==> src/hdl/alu_pkg.sv <==
/*
 * Shared constants and types of the add-and-flags datapath: register
 * map, control fields, opcodes, flag layout and state record.
 * Assumes a 32-bit APB register bus and a byte-addressed paddr.
 */
package alu_pkg;

    // ------------------------------------------------------------
    // Register map (byte addresses)
    // ------------------------------------------------------------
    localparam int unsigned ADDR_W      = 8;
    localparam int unsigned DATA_W      = 32;
    localparam logic [7:0]  OFS_OPERAND = 8'h00;
    localparam logic [7:0]  OFS_ACC     = 8'h04;
    localparam logic [7:0]  OFS_FLAGS   = 8'h08;
    localparam logic [7:0]  OFS_CTRL    = 8'h0c;
    localparam logic [7:0]  OFS_STATUS  = 8'h10;

    // ------------------------------------------------------------
    // Control fields and arithmetic constants
    // ------------------------------------------------------------
    localparam int unsigned CTRL_WORD_BIT = 4;
    localparam logic [3:0]  DIGIT_MAX     = 4'h9;
    localparam logic [7:0]  LOW_FIX       = 8'h06;
    localparam logic [7:0]  HIGH_FIX      = 8'h60;
    localparam logic [7:0]  PACKED_MAX    = 8'h99;
    localparam logic [7:0]  BYTE_ONE      = 8'h01;
    localparam logic [15:0] INC_STEP      = 16'h0001;
    localparam logic [15:0] ACC_RST       = 16'h0000;
    localparam logic [15:0] OPERAND_RST   = 16'h0000;

    typedef enum logic [2:0] {
        OP_ADD      = 3'h0,
        OP_ADC      = 3'h1,
        OP_INC      = 3'h2,
        OP_SUB      = 3'h3,
        OP_UNP_ADJ  = 3'h4,
        OP_PCK_ADJ  = 3'h5,
        OP_NUM_ADJ  = 3'h6,
        OP_NONE     = 3'h7
    } op_t;

    typedef enum logic [1:0] {
        ST_IDLE = 2'b01,
        ST_EXEC = 2'b10
    } fsm_t;

    // Bit 0 carry up to bit 5 overflow
    typedef struct packed {
        logic overflow_flag;
        logic sign_flag;
        logic zero_flag;
        logic half_carry_flag;
        logic parity_flag;
        logic carry_flag;
    } flags_t;

    localparam flags_t FLAGS_RST = 6'h00;

    typedef struct packed {
        fsm_t        fsm;
        logic [15:0] operand;
        logic [15:0] acc;
        flags_t      flags;
        op_t         op;
        logic        word;
        logic [15:0] exec_count;
        logic [31:0] rdata;
        logic        err;
    } core_state_t;

endpackage

==> src/hdl/alu_flag_if.sv <==
/*
 * Bundle between the datapath core and its adder/flag generator.
 * Assumes both ends sit in the same clock domain; purely combinational.
 */
`timescale 1ns/1ps

interface alu_flag_if;
    logic [15:0]     a;
    logic [15:0]     b;
    logic            cin;
    logic            sub;
    logic            word;
    logic [15:0]     sum;
    alu_pkg::flags_t flags;

    modport core (output a, b, cin, sub, word, input sum, flags);
    modport gen  (input a, b, cin, sub, word, output sum, flags);
endinterface

==> src/hdl/alu_core.sv <==
/*
 * Add-group datapath slice with accumulator, six status flags and an
 * APB register slave. Binary ops write the accumulator from itself and
 * the operand register; decimal adjusts work on its low and high bytes.
 * Assumes an APB master on mclk_i and a synchronous active-high reset.
 */
// Our own choices: the APB slave port and the placing of the registers.
// What this block does
// - Operands are byte or word per operation, result of same width.
// - Signed values are two's complement, top bit is the sign.
// - Packed decimal byte: one digit per nibble, upper more significant.
// - Packed decimal sums: binary add to low byte, then adjust step.
// - Numerator adjust fixes the low byte before a later divide.
// - Unpacked adjusts leave the upper nibble of the result at zero.
// - Addition sets carry on carry out of the top bit.
// - Subtraction sets carry on borrow into the top bit.
// - Half carry marks carry out of or borrow into low nibble.
// - Sign copies bit 7 for bytes, bit 15 for words.
// - Zero is set when the whole result is zero.
// - Parity set when low eight result bits hold even ones.
// - Overflow set when the signed result does not fit.
// - Add writes the sum and updates all six flags.
// - Add with carry adds carry in, writes, updates all flags.
// - Increment adds one, keeps carry, updates the other five.
// - Unpacked adjust gives a valid digit, updates carry, half carry.
// - Packed adjust gives two digits, updates all but overflow.
`timescale 1ns/1ps

module alu_core (
    input  wire logic        mclk_i,    // 200 MHz clock
    input  wire logic        rst_i,     // Sync reset, active high
    input  wire logic        psel_i,    // APB select
    input  wire logic        penable_i, // APB access phase
    input  wire logic        pwrite_i,  // APB write
    input  wire logic [7:0]  paddr_i,   // APB byte address
    input  wire logic [31:0] pwdata_i,  // APB write data
    output logic      [31:0] prdata_o,  // APB read data
    output logic             pready_o,  // APB ready
    output logic             pslverr_o, // APB error
    output logic      [15:0] acc_o,     // Accumulator
    output logic      [5:0]  flags_o,   // Status flags
    output logic             busy_o     // Operation in flight
);

    // ------------------------------------------------------------
    // State and adder hook-up
    // ------------------------------------------------------------
    alu_pkg::core_state_t s;
    alu_pkg::core_state_t next_s;

    alu_flag_if fi ();

    flag_gen u_flag_gen (
        .fi (fi.gen)
    );

    // Parity, sign and zero of a byte result
    function automatic alu_pkg::flags_t byte_psz(
        input alu_pkg::flags_t f,
        input logic [7:0]      v
    );
        alu_pkg::flags_t g;
        g = f;
        g.parity_flag = ~^v;
        g.sign_flag   = v[7];
        g.zero_flag   = (v == 8'h00);
        return g;
    endfunction

    // ------------------------------------------------------------
    // Next-state logic
    // ------------------------------------------------------------
    logic [7:0] al;
    logic [7:0] ah;
    logic [7:0] al_fix;
    logic       lo_bad;
    logic       hi_bad;
    logic       setup;
    logic       wr_acc;

    always_comb begin
        next_s = s;
        al     = s.acc[7:0];
        ah     = s.acc[15:8];
        al_fix = al;
        setup  = psel_i && !penable_i;
        wr_acc = psel_i && penable_i && pwrite_i;

        // Operand routing into the shared adder
        fi.a    = s.acc;
        fi.b    = s.operand;
        fi.cin  = 1'b0;
        fi.sub  = 1'b0;
        fi.word = s.word;
        case (s.op)
            alu_pkg::OP_ADC: begin
                fi.cin = s.flags.carry_flag;
            end
            alu_pkg::OP_INC: begin
                fi.b = alu_pkg::INC_STEP;
            end
            alu_pkg::OP_SUB: begin
                fi.sub = 1'b1;
            end
            default: begin
                fi.cin = 1'b0;
            end
        endcase

        // Low digit needs fixing when above nine or half carry is up
        lo_bad = (al[3:0] > alu_pkg::DIGIT_MAX)
              || s.flags.half_carry_flag;
        hi_bad = (al > alu_pkg::PACKED_MAX) || s.flags.carry_flag;

        // --------------------------------------------------------
        // APB: read data and error latched in the setup cycle
        // --------------------------------------------------------
        if (setup) begin
            next_s.err   = 1'b0;
            next_s.rdata = 32'h0000_0000;
            case (paddr_i)
                alu_pkg::OFS_OPERAND: begin
                    next_s.rdata = {16'h0000, s.operand};
                end
                alu_pkg::OFS_ACC: begin
                    next_s.rdata = {16'h0000, s.acc};
                end
                alu_pkg::OFS_FLAGS: begin
                    next_s.rdata = {26'h000_0000, s.flags};
                end
                alu_pkg::OFS_CTRL: begin
                    next_s.rdata = {27'h000_0000, s.word, 1'b0, s.op};
                end
                alu_pkg::OFS_STATUS: begin
                    next_s.rdata = {s.exec_count, 15'h0000,
                                    (s.fsm == alu_pkg::ST_EXEC)};
                end
                default: begin
                    next_s.err = 1'b1;
                end
            endcase
        end

        // Writes take effect at the access-phase edge
        if (wr_acc) begin
            case (paddr_i)
                alu_pkg::OFS_OPERAND: begin
                    next_s.operand = pwdata_i[15:0];
                end
                alu_pkg::OFS_ACC: begin
                    next_s.acc = pwdata_i[15:0];
                end
                alu_pkg::OFS_FLAGS: begin
                    next_s.flags = alu_pkg::flags_t'(pwdata_i[5:0]);
                end
                alu_pkg::OFS_CTRL: begin
                    // A launch while busy is dropped, not queued
                    if (s.fsm == alu_pkg::ST_IDLE) begin
                        next_s.op   = alu_pkg::op_t'(pwdata_i[2:0]);
                        next_s.word = pwdata_i[alu_pkg::CTRL_WORD_BIT];
                        next_s.fsm  = alu_pkg::ST_EXEC;
                    end
                end
                default: begin
                    next_s.err = s.err;
                end
            endcase
        end

        // --------------------------------------------------------
        // Execution: accumulator and flags land on the same edge;
        // placed after the APB writes so it wins over a same-cycle software write
        // --------------------------------------------------------
        case (s.fsm)
            alu_pkg::ST_IDLE: begin
                next_s.fsm = next_s.fsm;
            end
            alu_pkg::ST_EXEC: begin
                next_s.fsm        = alu_pkg::ST_IDLE;
                next_s.exec_count = s.exec_count + 16'h0001;
                case (s.op)
                    alu_pkg::OP_ADD,
                    alu_pkg::OP_ADC,
                    alu_pkg::OP_SUB: begin
                        // Byte ops keep the high accumulator byte
                        next_s.acc = s.word ? fi.sum
                                            : {ah, fi.sum[7:0]};
                        next_s.flags = fi.flags;
                    end
                    alu_pkg::OP_INC: begin
                        next_s.acc = s.word ? fi.sum
                                            : {ah, fi.sum[7:0]};
                        next_s.flags = fi.flags;
                        next_s.flags.carry_flag =
                            s.flags.carry_flag;
                    end
                    alu_pkg::OP_UNP_ADJ: begin
                        // Overflow, parity, sign, zero left as they were
                        if (lo_bad) begin
                            al_fix = al + alu_pkg::LOW_FIX;
                            next_s.acc = {ah + alu_pkg::BYTE_ONE,
                                          4'h0, al_fix[3:0]};
                            next_s.flags.carry_flag      = 1'b1;
                            next_s.flags.half_carry_flag = 1'b1;
                        end else begin
                            next_s.acc = {ah, 4'h0, al[3:0]};
                            next_s.flags.carry_flag      = 1'b0;
                            next_s.flags.half_carry_flag = 1'b0;
                        end
                    end
                    alu_pkg::OP_PCK_ADJ: begin
                        // Low byte holds a binary sum of two digit pairs
                        if (lo_bad) begin
                            al_fix = al + alu_pkg::LOW_FIX;
                        end
                        if (hi_bad) begin
                            al_fix = al_fix + alu_pkg::HIGH_FIX;
                        end
                        next_s.acc   = {ah, al_fix};
                        next_s.flags = byte_psz(s.flags, al_fix);
                        next_s.flags.half_carry_flag = lo_bad;
                        next_s.flags.carry_flag      = hi_bad;
                    end
                    alu_pkg::OP_NUM_ADJ: begin
                        // High digit times ten plus low digit, 8 bits
                        al_fix = {ah[4:0], 3'h0} + {ah[6:0], 1'b0}
                               + al;
                        next_s.acc   = {8'h00, al_fix};
                        next_s.flags = byte_psz(s.flags, al_fix);
                    end
                    default: begin
                        next_s.acc = s.acc;
                    end
                endcase
            end
            default: begin
                next_s.fsm = alu_pkg::ST_IDLE;
            end
        endcase

        // --------------------------------------------------------
        // Reset
        // --------------------------------------------------------
        if (rst_i) begin
            next_s.fsm        = alu_pkg::ST_IDLE;
            next_s.operand    = alu_pkg::OPERAND_RST;
            next_s.acc        = alu_pkg::ACC_RST;
            next_s.flags      = alu_pkg::FLAGS_RST;
            next_s.op         = alu_pkg::OP_NONE;
            next_s.word       = 1'b0;
            next_s.exec_count = 16'h0000;
            next_s.rdata      = 32'h0000_0000;
            next_s.err        = 1'b0;
        end
    end

    always_ff @(posedge mclk_i) begin
        s <= next_s;
    end

    // ------------------------------------------------------------
    // Outputs
    // ------------------------------------------------------------
    // Read data was fetched in setup, so no wait state is needed
    assign pready_o  = 1'b1;
    assign prdata_o  = s.rdata;
    assign pslverr_o = s.err && psel_i && penable_i;
    assign acc_o     = s.acc;
    assign flags_o   = s.flags;
    assign busy_o    = (s.fsm == alu_pkg::ST_EXEC);

endmodule // alu_core

==> src/hdl/flag_gen.sv <==
/*
 * Byte/word adder-subtractor and the six arithmetic flags it yields.
 * Assumes the core picks operands and keeps any flag it must preserve.
 */
`timescale 1ns/1ps

module flag_gen (
    alu_flag_if.gen fi    // Operands in, sum and flags out
);

    logic [15:0] a_m;
    logic [15:0] b_inv;
    logic [15:0] b_m;
    logic        cin_e;
    logic [16:0] total;
    logic [4:0]  nib;
    logic [15:0] r;

    always_comb begin
        // Byte mode clears the upper half so bit 8 is the byte carry
        a_m   = fi.word ? fi.a : {8'h00, fi.a[7:0]};
        b_inv = fi.sub ? ~fi.b : fi.b;
        b_m   = fi.word ? b_inv : {8'h00, b_inv[7:0]};
        cin_e = fi.cin ^ fi.sub;
        total = {1'b0, a_m} + {1'b0, b_m} + {16'h0000, cin_e};
        nib   = {1'b0, a_m[3:0]} + {1'b0, b_m[3:0]} + {4'h0, cin_e};
        r     = fi.word ? total[15:0] : {8'h00, total[7:0]};
        fi.sum = r;
        fi.flags.carry_flag = fi.word ? (total[16] ^ fi.sub)
                                      : (total[8] ^ fi.sub);
        fi.flags.half_carry_flag = nib[4] ^ fi.sub;
        fi.flags.sign_flag = fi.word ? r[15] : r[7];
        fi.flags.zero_flag = (r == 16'h0000);
        fi.flags.parity_flag = ~^r[7:0];
        // Two's complement: same input signs, different result sign
        fi.flags.overflow_flag = fi.word
            ? ((a_m[15] == b_m[15]) && (r[15] != a_m[15]))
            : ((a_m[7] == b_m[7]) && (r[7] != a_m[7]));
    end

endmodule // flag_gen
==> config.mk <==
export PLATFORM = sky130hd
export DESIGN_NAME = alu_core
export DESIGN_NICKNAME = d
export VERILOG_FILES = /design/src/hdl/alu_pkg.sv /design/src/hdl/alu_flag_if.sv /design/src/hdl/alu_core.sv /design/src/hdl/flag_gen.sv
export SDC_FILE = /design/constraint.sdc
export NUM_CORES = 1
export LEC_CHECK = 0
export ABC_CLOCK_PERIOD_IN_PS = 4600
export BUFFER_PORTS_ARGS = -buffer_cell sky130_fd_sc_hd__buf_2
export CAP_MARGIN = 20
export CORE_MARGIN = 2
export CORE_UTILIZATION = 59
export DETAILED_ROUTE_END_ITERATION = 7
export PLACE_DENSITY = 0.82
export SYNTH_ARGS = -nofsm -noshare
export SYNTH_HDL_FRONTEND = slang
export SYNTH_SLANG_ARGS = --single-unit
==> constraint.sdc <==
create_clock -name mclk_i -period 4.6 [get_ports mclk_i]
set_input_delay 0.46 -clock mclk_i [delete_from_list [all_inputs] [get_ports mclk_i]]
set_output_delay 0.46 -clock mclk_i [all_outputs]
set_load 0.05 [all_outputs]
# Yosys cells after proc, flatten, opt, wreduce, memory -nomap -nowiden
# Cells that the tools add are included.
# W data, S select, Z words.
[totals] in_bits=45 elab_cells=125 regBits=93
[op_classes] n_bitwise=6 n_mux=35 n_addsub=10 eq_ne=24 order_cmp=2 reduce_logical=32
[op_table] cell="$pmux W32 S5" count=1
[op_table] cell="$mux W16" count=8
[op_table] cell="$pmux W16 S4" count=1
[op_table] cell="$mux W8" count=6
[op_table] cell="$mux W26" count=1
[op_table] cell="$logic_not A8 Y1" count=3
[op_table] cell="$reduce_xnor A8 Y1" count=3
[op_table] cell="$mux W22" count=1
[op_table] cell="$add A16 B16 Y17" count=1
[op_table] cell="$add A17 B1 Y17" count=1
[op_table] cell="$add A16 B1 Y16 const B" count=1
[op_table] cell="$add A8 B8 Y8" count=2
[op_table] cell="$eq A8 B4 Y1 const B" count=2
[op_table] cell="$logic_not A16 Y1" count=1
[op_table] cell="$not A16 Y16" count=1
[op_table] cell="$mux W1" count=10
[op_table] cell="$eq A3 B3 Y1 const B" count=3
[op_table] cell="$pmux W3 S3" count=1
[op_table] cell="$add A8 B1 Y8 const B" count=1
[op_table] cell="$add A8 B3 Y8 const B" count=1
[op_table] cell="$add A8 B7 Y8 const B" count=1
[op_table] cell="$eq A8 B3 Y1 const B" count=1
[op_table] cell="$eq A8 B5 Y1 const B" count=1
[op_table] cell="$gt A8 B8 Y1 const B" count=1
[op_table] cell="33 further kinds" count=56

# Longest topological paths before layout
# Gate-level depths: netlist (run 1).
[logic_depth] depth_word=13 mapped_depth=18 mapped_depth_nobuf=17

# Modules after synthesis
# From an unflattened synthesis (run 1), not the netlist that was laid out.
[unflattened] hier_cells=883 area_unflattened_um2=7159.4
[by_module_without_submodules] mod="alu_core" area_per_inst_um2=5864.4 instances=1 cells_each=710
[by_module_without_submodules] mod="flag_gen" area_per_inst_um2=1295.0 instances=1 cells_each=173

# Least setup slack after synthesis (run 1)
# OpenSTA, ideal clock, no wires.
[synth_timing] path_kind="register to register" from="reg s[51] (netlist bit)" to="reg s (netlist bit flags_o[3])" arrival_time_ns=3.976 slack_ns=0.555 t_required_ns=4.531 setup_ns=0.069 path_buffers=3 path_stages_with_launch=18 cell_sequence="dfxtp_1 -> clkbuf_1 -> clkbuf_1 -> nand2_1 -> clkbuf_1 -> o21ai_0 -> fa_1 -> fa_1 -> a21o_2 -> a221oi_2 -> xor2_1 -> ha_1 -> nand4_1 -> nor3_1 -> o21ai_0 -> a211o_1 -> a221o_1 -> o21ai_1"
[synth_between] elab_chain_cells=11 word_cells_on_any_way=20 cone_classes="2 x add/sub; 5 x eq/ne; 8 x mux; 2 x bitwise; 3 x reduce/logical"
[synth_rtl] item="start, declared" line="alu_core.sv:48" source="alu_pkg::core_state_t s;"
[synth_rtl] item="start signal, assigned" line="alu_core.sv:258" source="s <= next_s;"
[synth_rtl] item="$eq A3 B2 Y1" line="alu_core.sv:95, alu_core.sv:181"
[synth_rtl] item="$mux W16" line="alu_core.sv:95" source="case (s.op)"
[synth_rtl] item="$not A16 Y16" line="flag_gen.sv:22" source="b_inv = fi.sub ? ~fi.b : fi.b;"
[synth_rtl] item="$mux W16" line="flag_gen.sv:22"
[synth_rtl] item="$mux W16" line="flag_gen.sv:23" source="b_m = fi.word ? b_inv : {8'h00, b_inv[7:0]};"
[synth_rtl] item="$add A16 B16 Y17" line="flag_gen.sv:25" source="total = {1'b0, a_m} + {1'b0, b_m} + {16'h0000, cin_e};"
[synth_rtl] item="$add A17 B1 Y17" line="flag_gen.sv:25"
[synth_rtl] item="$mux W16" line="flag_gen.sv:27" source="r = fi.word ? total[15:0] : {8'h00, total[7:0]};"
[synth_rtl] item="$logic_not A16 Y1" line="flag_gen.sv:33" source="fi.flags.zero_flag = (r == 16'h0000);"
[synth_rtl] item="$pmux W3 S3 (*)" line="alu_core.sv:181" source="case (s.op)"
[synth_rtl] item="$mux W22 (*)" line="alu_core.sv:174" source="case (s.fsm)"
# Every way passes the cells marked *; elsewhere a longest branch is shown, timed or not.
# A chain may end at the register's enable or synchronous reset.

# Final worst setup path (run 1)
# Ends and elaborated chain as after synthesis.

==> metrics.md, run 1 <==
| Metric | Value |
|---|---|
| First-pass GRT wire length | `31370 um` |
| Largest net degree at the start of global routing | `63` |
| Netlist cell types | `75` |
| RSZ-0062 raised after global routing | `false` |
| Post-detail-place hpwl | `14310 um` |
| Least-Margin Pin Slew | `0.8072 ns` |
| Clock Latency Late Sink | `0.34 ns` |
| Worst hold path type | `input pin to flip-flop` |
| Total setup buffers inserted after CTS | `0` |
| Via count | `6714` |
| Max Cap Violations | `0` |
| CP bufs+invs | `0` |
| Cell leakage power | `0.003045 uW` |
| Fin crit period | `4.097 ns` |
| Worst EP required | `4.88 ns` |
| Hold Vio Cnt, Final | `0` |
| Fmax | `244.1 MHz` |
| Max VDD drop | `0.2533 mV` |
| CTS Buf Count | `9` |
| Clk buf depth | `2` |
| YS warnings | `0` |
| Worst hold stages | `3` |
| # diodes | `0` |
| I/O pins | `102` |
| Worst setup SP type | `flip-flop` |
| Drt wl/cell | `18.55 um` |
| Initial antenna violation count | `0` |
| 1st-iter DRT viols | `693` |
| Initial core utilization | `0.6082` |
| Nets | `1004` |
| Arrival time worst endpoint | `4.38 ns` |
| Status | `finished, final reports clean` |
| Critical Path End Type | `flip-flop` |
| PortBufs | `84` |
| Row count | `39` |
| R2R cell count | `15` |
| Chip height | `112.7 um` |
| Hold path start | `pwdata_i[12]` |
| RR Endpoint | `flags_o[3]` |
| CTS Hold Bufs | `0` |
| CTS tree | `done` |
| First-pass iteration count of the detailed router | `6` |
| Async set or reset register ratio after synthesis | `0` |
| Kind of critical path | `flip-flop to flip-flop` |
| # DRC | `0` |
| Clock Sinks | `93` |
| H-tree depth | `3` |
| Grt ovf | `0` |
| Post-CTS Resized | `0` |
| Crit path largest cell delay | `0.56 ns` |
| Setup violations, final | `0` |
| Final worst path period share | `0.8907` |
| Post-Syn Area | `6974 um^2` |
| #FFs+latches synth | `93` |
| R2R setup slack | `0.50 ns` |
| Worst-path cell chain | `nand3_1, nand2_1, o21ai_0, fa_1, fa_1, a21o_2, a221oi_2, xor2_1, ha_1, nand4_1, nor3_1, o21ai_0, a211o_1, a221o_1, o21ai_1` |
| Vias in the first global route | `6197` |
| Post-synthesis sequential area ratio | `0.2670` |
| P&R area growth vs syn | `5.669%` |
| CP max stage cell | `a221oi_2` |
| Core Box Area | `11470 um^2` |
| Setup TNS | `0 ns` |
| Max-Slew Margin vs Limit | `0.4619` |
| Layout cells sized above 1 | `0.1513` |
| Antenna Nets Post-Route | `0` |
| Clock root cell | `clkbuf_16` |
| Clock skew | `0.007884 ns` |
| Clock-pin slew on the worst setup and hold paths | `0.07 ns` |
| Routability cong. | `0.9875` |
| Worst r2r src | `s[51]` |
| Crit-path leading delay family | `compound AO/OA/AOI/OAI gates` |
| Gr usage total | `0.3060` |
| Top FF cell, synth | `dfxtp_1` |
| Final max-slew violation count | `0` |
| Post-Route WL | `19700 um` |
| Critical path fanouts, max | `7` |
| Worst Hold Path EP | `s[87]` |
| Pwr Total | `1675 uW` |
| Vias per inst | `6.322` |
| Syn Inst Count | `912` |
| Die Wd | `112.7 um` |
| Post-layout util | `0.6427` |
| EDFF count, synth | `0` |
| Die footprint | `12710 um^2` |
| Post-Syn Nets | `1002` |
| Syn Area/Cell | `7.647 um^2` |
| PD cells | `227.3 nW/um^2` |
==> logic make-up (layout without fill, tap and decap cells) <==
logic type,Yosys count,after routing,share of synthesized area
buffers and inverters,134,141,0.1066
XOR/XNOR,49,49,0.06154
multiplexers,12,12,0.01830
AO/OA/AOI/OAI,254,254,0.2386
other,1,1,0.0005377
AND/OR/NAND/NOR,324,324,0.2192
flip-flops,93,93,0.2670
adder cells (fa/ha/maj),45,45,0.08827
==> stage by stage <==
step	hold WS, ns	setup slack [ns]	instance area [um^2]	cells
6_report	0.3645	0.5029	7370	1062
3_3_place_gp	0.4357	0.7239	7037	1045
5_1_grt	0.3847	0.3471	7370	1062
2_1_floorplan	0.4323	0.5554	6974	912
4_1_cts	0.3621	0.6353	7358	1061
3_5_place_dp	0.4399	0.6616	7037	1045
==> where the power goes <==
group | switching, uW | internal, uW | leakage (uW)
clock | 326 | 480 | 0.000150
sequential | 0.827 | 805 | 0.000749
combinational | 44.8 | 16.9 | 0.00215
==> cells in the mapped netlist, types with 13 or more instances <==
cell type / number / area, um^2
nand2_1: 106 / 397.9
a21oi_1: 98 / 490.5
dfxtp_1: 93 / 1862
nor2_1: 91 / 341.6
buf_4: 56 / 420.4
clkbuf_1: 42 / 157.7
ha_1: 38 / 475.5
nand3_1: 37 / 185.2
o21ai_0: 34 / 170.2
xnor2_1: 29 / 254.0
inv_1: 24 / 90.09
xor2_1: 20 / 175.2
and3_1: 15 / 93.84
a22oi_1: 13 / 97.59
and2_1: 13 / 81.33
==> registers in the layout (all words and copies together), names as in the netlist <==
name and flops:
acc_o 16, fi.word 1, flags_o 6, prdata_o 32, s 38
==> worst reg2reg max path: cells and delay by family (launching register included) <==
kind | cells | cell delay (ns)
adders and majority gates | 3 | 1.11
DFF | 1 | 0.47
and+or+nand+nor | 4 | 0.48
xor gates and xnor gates | 1 | 0.25
AOI/OAI and AO/OA | 7 | 1.73
==> cell usage in the layout (no fill, tap or decap), drive strengths merged, types with 12 or more instances in the layout <==
cell type	count
inv	26
and3	17
nand2	106
dfxtp	93
and2	14
xnor2	29
buf	100
ha	38
nor3	12
o21ai	40
nand3	37
a21oi	99
nor2	91
xor2	20
a22oi	13
nor2b	12
==> per-layer routing <==
| metal | vias up | track usage | wire length [um] |
|---|---|---|---|
| met4 | 0 | 0.1154 | 588 |
| li1 | 3206 | - | - |
| met3 | 53 | 0.05570 | 1955 |
| met2 | 353 | 0.4886 | 8854 |
| met5 | - | 0 | 0 |
| met1 | 3102 | 0.4140 | 8301 |
==> final cells by class <==
class,instances,area [um^2]
timing repair buffer,100,544.3
inverter,25,93.84
clock inverter,6,92.59
fill,1033,4098
sequential,93,1862
tap,143,178.9
multi-input combinational,685,4369
clock buffer,10,229.0
==> worst max path at each step <==
| stage | start | end | cells after the start |
|---|---|---|---|
| finish | s[51] | flags_o[3] | 15 |
| global route | s[51] | flags_o[3] | 15 |
| floorplan | s[51] | flags_o[3] | 17 |
| CTS | s[51] | flags_o[3] | 15 |
| detailed placement | s[51] | flags_o[3] | 15 |
| global placement | s[51] | flags_o[0] | 12 |
Power figures use the tool's default switching activity.
==> run 2, diff against run 1 <==
ABC_CLOCK_PERIOD_IN_PS = 4770   (was 4600)
CORE_UTILIZATION = 40   (was 59)
PLACE_DENSITY = unset   (was 0.82)
clock period = 4.77 ns   (was 4.6 ns; I/O delays follow)
==> run 2 against run 1 <==
  * Register-to-register slack improved by 0.21 ns
  * Total power decreased by 7.0%
  * Die area increased by 46%
  * Clock power decreased by 11%
  * Critical path depth increased by 2
  * Hold slack improved by 0.0039 ns
  * Combinational power increased by 1%
==> metrics.md, run 2 (synthesis results as in run 1) <==
| Metric | Value |
|---|---|
| Fmax | `246.4 MHz` |
| P&R area growth vs syn | `7.230%` |
| Setup TNS | `0 ns` |
| Max Cap Violations | `0` |
| CTS Buf Count | `9` |
| Fin crit period | `4.058 ns` |
| Total setup buffers inserted after CTS | `0` |
| Largest register FFs | `38` |
| Vias per inst | `5.699` |
| Routability cong. | `0.9526` |
| RSZ-0062 raised after global routing | `false` |
| Die Wd | `136.0 um` |
| Most frequent cells in the layout | `nand2_1 (106), a21oi_1 (98), dfxtp_1 (93), nor2_1 (91), buf_2 (84)` |
| Hold Vio Cnt, Final | `0` |
| Clock root cell | `clkbuf_16` |
| Layout cells sized above 1 | `0.1569` |
| I/O pins | `102` |
| CTS Hold Bufs | `0` |
| Setup violations, final | `0` |
| Clock Latency Late Sink | `0.36 ns` |
| Initial antenna violation count | `0` |
| Grt ovf | `0` |
| Layout Cells excl Fill | `1149` |
| Post-CTS Resized | `0` |
| Max VDD drop | `0.1876 mV` |
| Critical path fanouts, max | `15` |
| First-pass iteration count of the detailed router | `7` |
| Arrival time worst endpoint | `4.35 ns` |
| # DRC | `0` |
| Vias in the first global route | `5782` |
| Worst EP required | `5.06 ns` |
| Worst setup SP type | `flip-flop` |
| H-tree depth | `3` |
| Clock skew | `0.01115 ns` |
| Final worst path period share | `0.8508` |
| Post-detail-place hpwl | `15430 um` |
| Core Box Area | `17180 um^2` |
| Kind of critical path | `flip-flop to flip-flop` |
| CTS tree | `done` |
| Nets | `1009` |
| PD cells | `208.4 nW/um^2` |
| Worst hold path type | `input pin to flip-flop` |
| Least-Margin Pin Slew | `0.8454 ns` |
| Die footprint | `18510 um^2` |
| Largest net degree at the start of global routing | `62` |
| 1st-iter DRT viols | `528` |
| Initial core utilization | `0.4060` |
| Via count | `6548` |
| Chip height | `136.0 um` |
| Final max-slew violation count | `0` |
| Max-Slew Margin vs Limit | `0.4321` |
| Biggest register | `s` |
| Gr usage total | `0.2220` |
| Drt wl/cell | `17.99 um` |
| Most common cell after layout, fill and taps aside | `nand2_1` |
| Post-Route WL | `20670 um` |
| Clock-pin slew on the worst setup and hold paths | `0.08 ns` |
| # diodes | `0` |
| First-pass GRT wire length | `31890 um` |
| Clk buf depth | `2` |
| Placed instance count | `1133` |
| Clock Sinks | `93` |
| Critical Path End Type | `flip-flop` |
| Cell leakage power | `0.003063 uW` |
| PortBufs | `84` |
| Antenna Nets Post-Route | `0` |
| Status | `finished, final reports clean` |
| Row count | `48` |
==> run 2: cell types whose count changed in the layout (fill, tap and decap cells not counted), sizes merged <==
cell and change:
clkinv +3, bufinv -2, clkbuf -1, clkinvlp -1, buf +5, inv +1
==> run 2: power by group <==
part           internal [uW]  switching, uW
combinational           16.4           46.3
sequential               776          0.684
clock                    367            351
total                   1160            398
==> run 2: final timing paths <==
check	from	end	slack (ns)	cells after the start
max	s[52]	flags_o[3]	0.71	17
min reg2reg	prdata_o[27]	prdata_o[27]	0.45	2
max reg2reg	s[52]	flags_o[3]	0.71	17
min	pwdata_i[14]	s[89]	0.37	3
==> run 2: final cells by class <==
| class | instances | area [um^2] |
|---|---|---|
| multi-input combinational | 685 | 4369 |
| fill | 1859 | 9698 |
| inverter | 25 | 93.84 |
| clock inverter | 7 | 68.82 |
| timing repair buffer | 105 | 578.1 |
| sequential | 93 | 1862 |
| clock buffer | 9 | 225.2 |
| tap | 225 | 281.5 |
==> run 2: metrics by stage <==
stage | worst slack, ns | power, uW | utilization | instance area (um^2) | hold WS (ns)
floorplan | 0.7254 | 826.2 | - | 6974 | 0.4323
global placement | 0.8425 | 858.0 | 0.4183 | 7184 | 0.4372
detailed placement | 0.7733 | 857.5 | 0.4183 | 7184 | 0.4413
CTS | 0.7370 | 1582 | 0.4354 | 7478 | 0.3569
global route | 0.4230 | 1604 | 0.4354 | 7478 | 0.3645
finish | 0.7118 | 1558 | 0.4354 | 7478 | 0.3685
==> run 2: routing by layer <==
| layer | part of all wire | track usage | wire length, um |
|---|---|---|---|
| met3 | 0.064 | 0.03579 | 1326 |
| met1 | 0.47 | 0.3170 | 9721 |
| met2 | 0.45 | 0.3442 | 9219 |
| met4 | 0.019 | 0.06308 | 400 |
| met5 | 0 | 0 | 0 |
==> run 2: critical path, stage by stage, from the launching register on <==
cell	delay, ns
dfxtp_1	0.31
inv_1	0.06
buf_4	0.19
nand3_1	0.12
nand2_1	0.08
o21ai_0	0.11
fa_1	0.49
fa_1	0.43
a21o_2	0.22
a221oi_2	0.48
xor2_1	0.26
ha_1	0.19
nand4_1	0.12
nor3_1	0.13
o21ai_0	0.11
a211o_1	0.31
a221o_1	0.26
o21ai_1	0.11
==> run 3, diff against run 2 <==
BUFFER_PORTS_ARGS = -buffer_cell sky130_fd_sc_hd__buf_4   (was -buffer_cell sky130_fd_sc_hd__buf_2)
CORE_MARGIN = unset   (was 2)
==> run 3 against run 2 <==
  * Clock-buffer cell count stayed put
  * Register-to-register slack gained 0.17 ns
  * Cell count decreased by 0.52%
  * Combinational power up 10%
  * Clock power is 0.7% higher
  * Non-clock buffer count decreased by 1
  * Via count grew 0.29%
  * Hold slack worse by 0.0034 ns
  * Clock skew about the same
  * Routed wire length rose by 0.96%
  * Largest cell class unchanged
  * Largest power group unchanged
==> metrics.md, run 3 (synthesis results as in run 1) <==
| Metric | Value |
|---|---|
| Setup TNS | `0 ns` |
| Placed Area | `7381 um^2` |
| Placed instance count | `1127` |
| Clock Sinks | `93` |
| First-pass iteration count of the detailed router | `7` |
| Design Area, Final | `7674 um^2` |
| Max Cap Violations | `0` |
| H-tree depth | `3` |
| Worst hold margin | `0.3650 ns` |
| Kind of critical path | `flip-flop to flip-flop` |
| Setup violations, final | `0` |
| Post-layout util | `0.4563` |
| Worst hold path type | `input pin to flip-flop` |
| Final worst path period share | `0.8160` |
| Most common cell after layout, fill and taps aside | `nand2_1` |
| Arrival time worst endpoint | `4.19 ns` |
| CTS Hold Bufs | `0` |
| Worst setup SP type | `flip-flop` |
| RR Endpoint | `flags_o[3]` |
| Layout cells sized above 1 | `0.1560` |
| PortBufs | `84` |
| Drt wl/cell | `18.26 um` |
| Antenna Nets Post-Route | `0` |
| Post-CTS Resized | `0` |
| Most frequent cells in the layout | `nand2_1 (106), buf_4 (104), a21oi_1 (98), dfxtp_1 (93), nor2_1 (91)` |
| Largest net degree at the start of global routing | `57` |
| Worst EP required | `5.07 ns` |
| Worst r2r src | `s[51]` |
| CTS tree | `done` |
| Most common cell on crit path | `a211o_1` |
| CTS Buf Count | `9` |
| Hold Vio Cnt, Final | `0` |
| R2R cell count | `15` |
| First-pass GRT wire length | `33090 um` |
| I/O pins | `102` |
| # DRC | `0` |
| 1st-iter DRT viols | `549` |
| Chip height | `134.0 um` |
| P&R area growth vs syn | `10.03%` |
| CP endpoint | `flags_o[3]` |
| PD cells | `204.6 nW/um^2` |
| Total setup buffers inserted after CTS | `0` |
| Via count | `6567` |
| Gr usage total | `0.2366` |
| Core Box Area | `16820 um^2` |
| Crit-path leading delay family | `compound AO/OA/AOI/OAI gates` |
| Clock Latency Late Sink | `0.36 ns` |
| Status | `finished, final reports clean` |
| Max VDD drop | `0.1869 mV` |
| Worst-path cell chain | `nand3_1, buf_4, o21ai_0, ha_1, a211o_1, a211o_1, a21oi_1, xnor2_1, ha_1, nand4_1, nor3_1, o21ai_0, a211o_1, a221o_1, o21ai_1` |
| Clk buf depth | `2` |
| Initial core utilization | `0.4147` |
| Initial antenna violation count | `0` |
| Fin crit period | `3.892 ns` |
| Layout Cells excl Fill | `1143` |
| Final max-slew violation count | `0` |
| Largest register FFs | `38` |
| Vias per inst | `5.745` |
| R2R setup slack | `0.88 ns` |
| Launch point of the worst path | `s[51]` |
| Clock root cell | `clkbuf_16` |
| Cell leakage power | `0.003071 uW` |
| Die Wd | `134.0 um` |
| Post-detail-place hpwl | `15630 um` |
| Fmax | `256.9 MHz` |
| Critical path fanouts, max | `15` |
| Grt ovf | `0` |
| Worst path depth | `15` |
| Die footprint | `17970 um^2` |
| Nets | `1008` |
| Least-Margin Pin Slew | `0.9053 ns` |
| Crit path largest cell delay | `0.41 ns` |
| CP bufs+invs | `1` |
| RSZ-0062 raised after global routing | `false` |
| Row count | `47` |
| CP max stage cell | `dfxtp_1` |
| Critical Path End Type | `flip-flop` |
| Biggest register | `s` |
| Routability cong. | `0.9410` |
| Clock-pin slew on the worst setup and hold paths | `0.08 ns` |
| Clock skew | `0.01103 ns` |
| Max-Slew Margin vs Limit | `0.3918` |
| Vias in the first global route | `6013` |
| # diodes | `0` |
| Post-Route WL | `20870 um` |
run 3: area by class of cell:
class                      count  area, um^2
clock buffer                   9       225.2
clock inverter                 7       67.56
fill                        1753        9145
inverter                      25       93.84
multi-input combinational    685        4369
sequential                    93        1862
tap                          220       275.3
timing repair buffer         104       780.7
run 3: where the power goes:
| group | internal, uW | leakage (uW) | switching [uW] |
|---|---|---|---|
| logic | 23.6 | 0.00218 | 45.3 |
| registers | 776 | 0.000749 | 0.751 |
| clock network | 366 | 0.000140 | 358 |
run 3: tightest hold or removal path, delay by kind of cell:
kind / cells / cell delay [ns]
buffers and inverters: 1 / 0.11
AOI/OAI and AO/OA: 1 / 0.05
and+or+nand+nor: 1 / 0.05
run 3: worst min-delay path by stage:
| stage | from | endpoint | cells after the start |
|---|---|---|---|
| after floorplan | prdata_o[21] | prdata_o[21] | 2 |
| after global placement | prdata_o[29] | prdata_o[29] | 2 |
| after detailed placement | prdata_o[26] | prdata_o[26] | 2 |
| after CTS | pwdata_i[14] | s[89] | 3 |
| after global routing | pwdata_i[9] | s[84] | 3 |
| final | pwdata_i[11] | s[86] | 3 |
run 3: layer usage:
layer	wire, um	vias up	GRT usage
met5	0	-	0
met4	387	0	0.06679
met2	9345	230	0.3667
met1	9788	3088	0.3302
li1	-	3214	-
met3	1344	35	0.04875
run 3: per-stage QoR:
stage	total power [uW]	worst slack [ns]
CTS	1591	0.9072
global route	1628	0.5727
detailed placement	864.3	0.9222
global placement	864.1	0.9550
floorplan	826.2	0.7254
finish	1570	0.8776
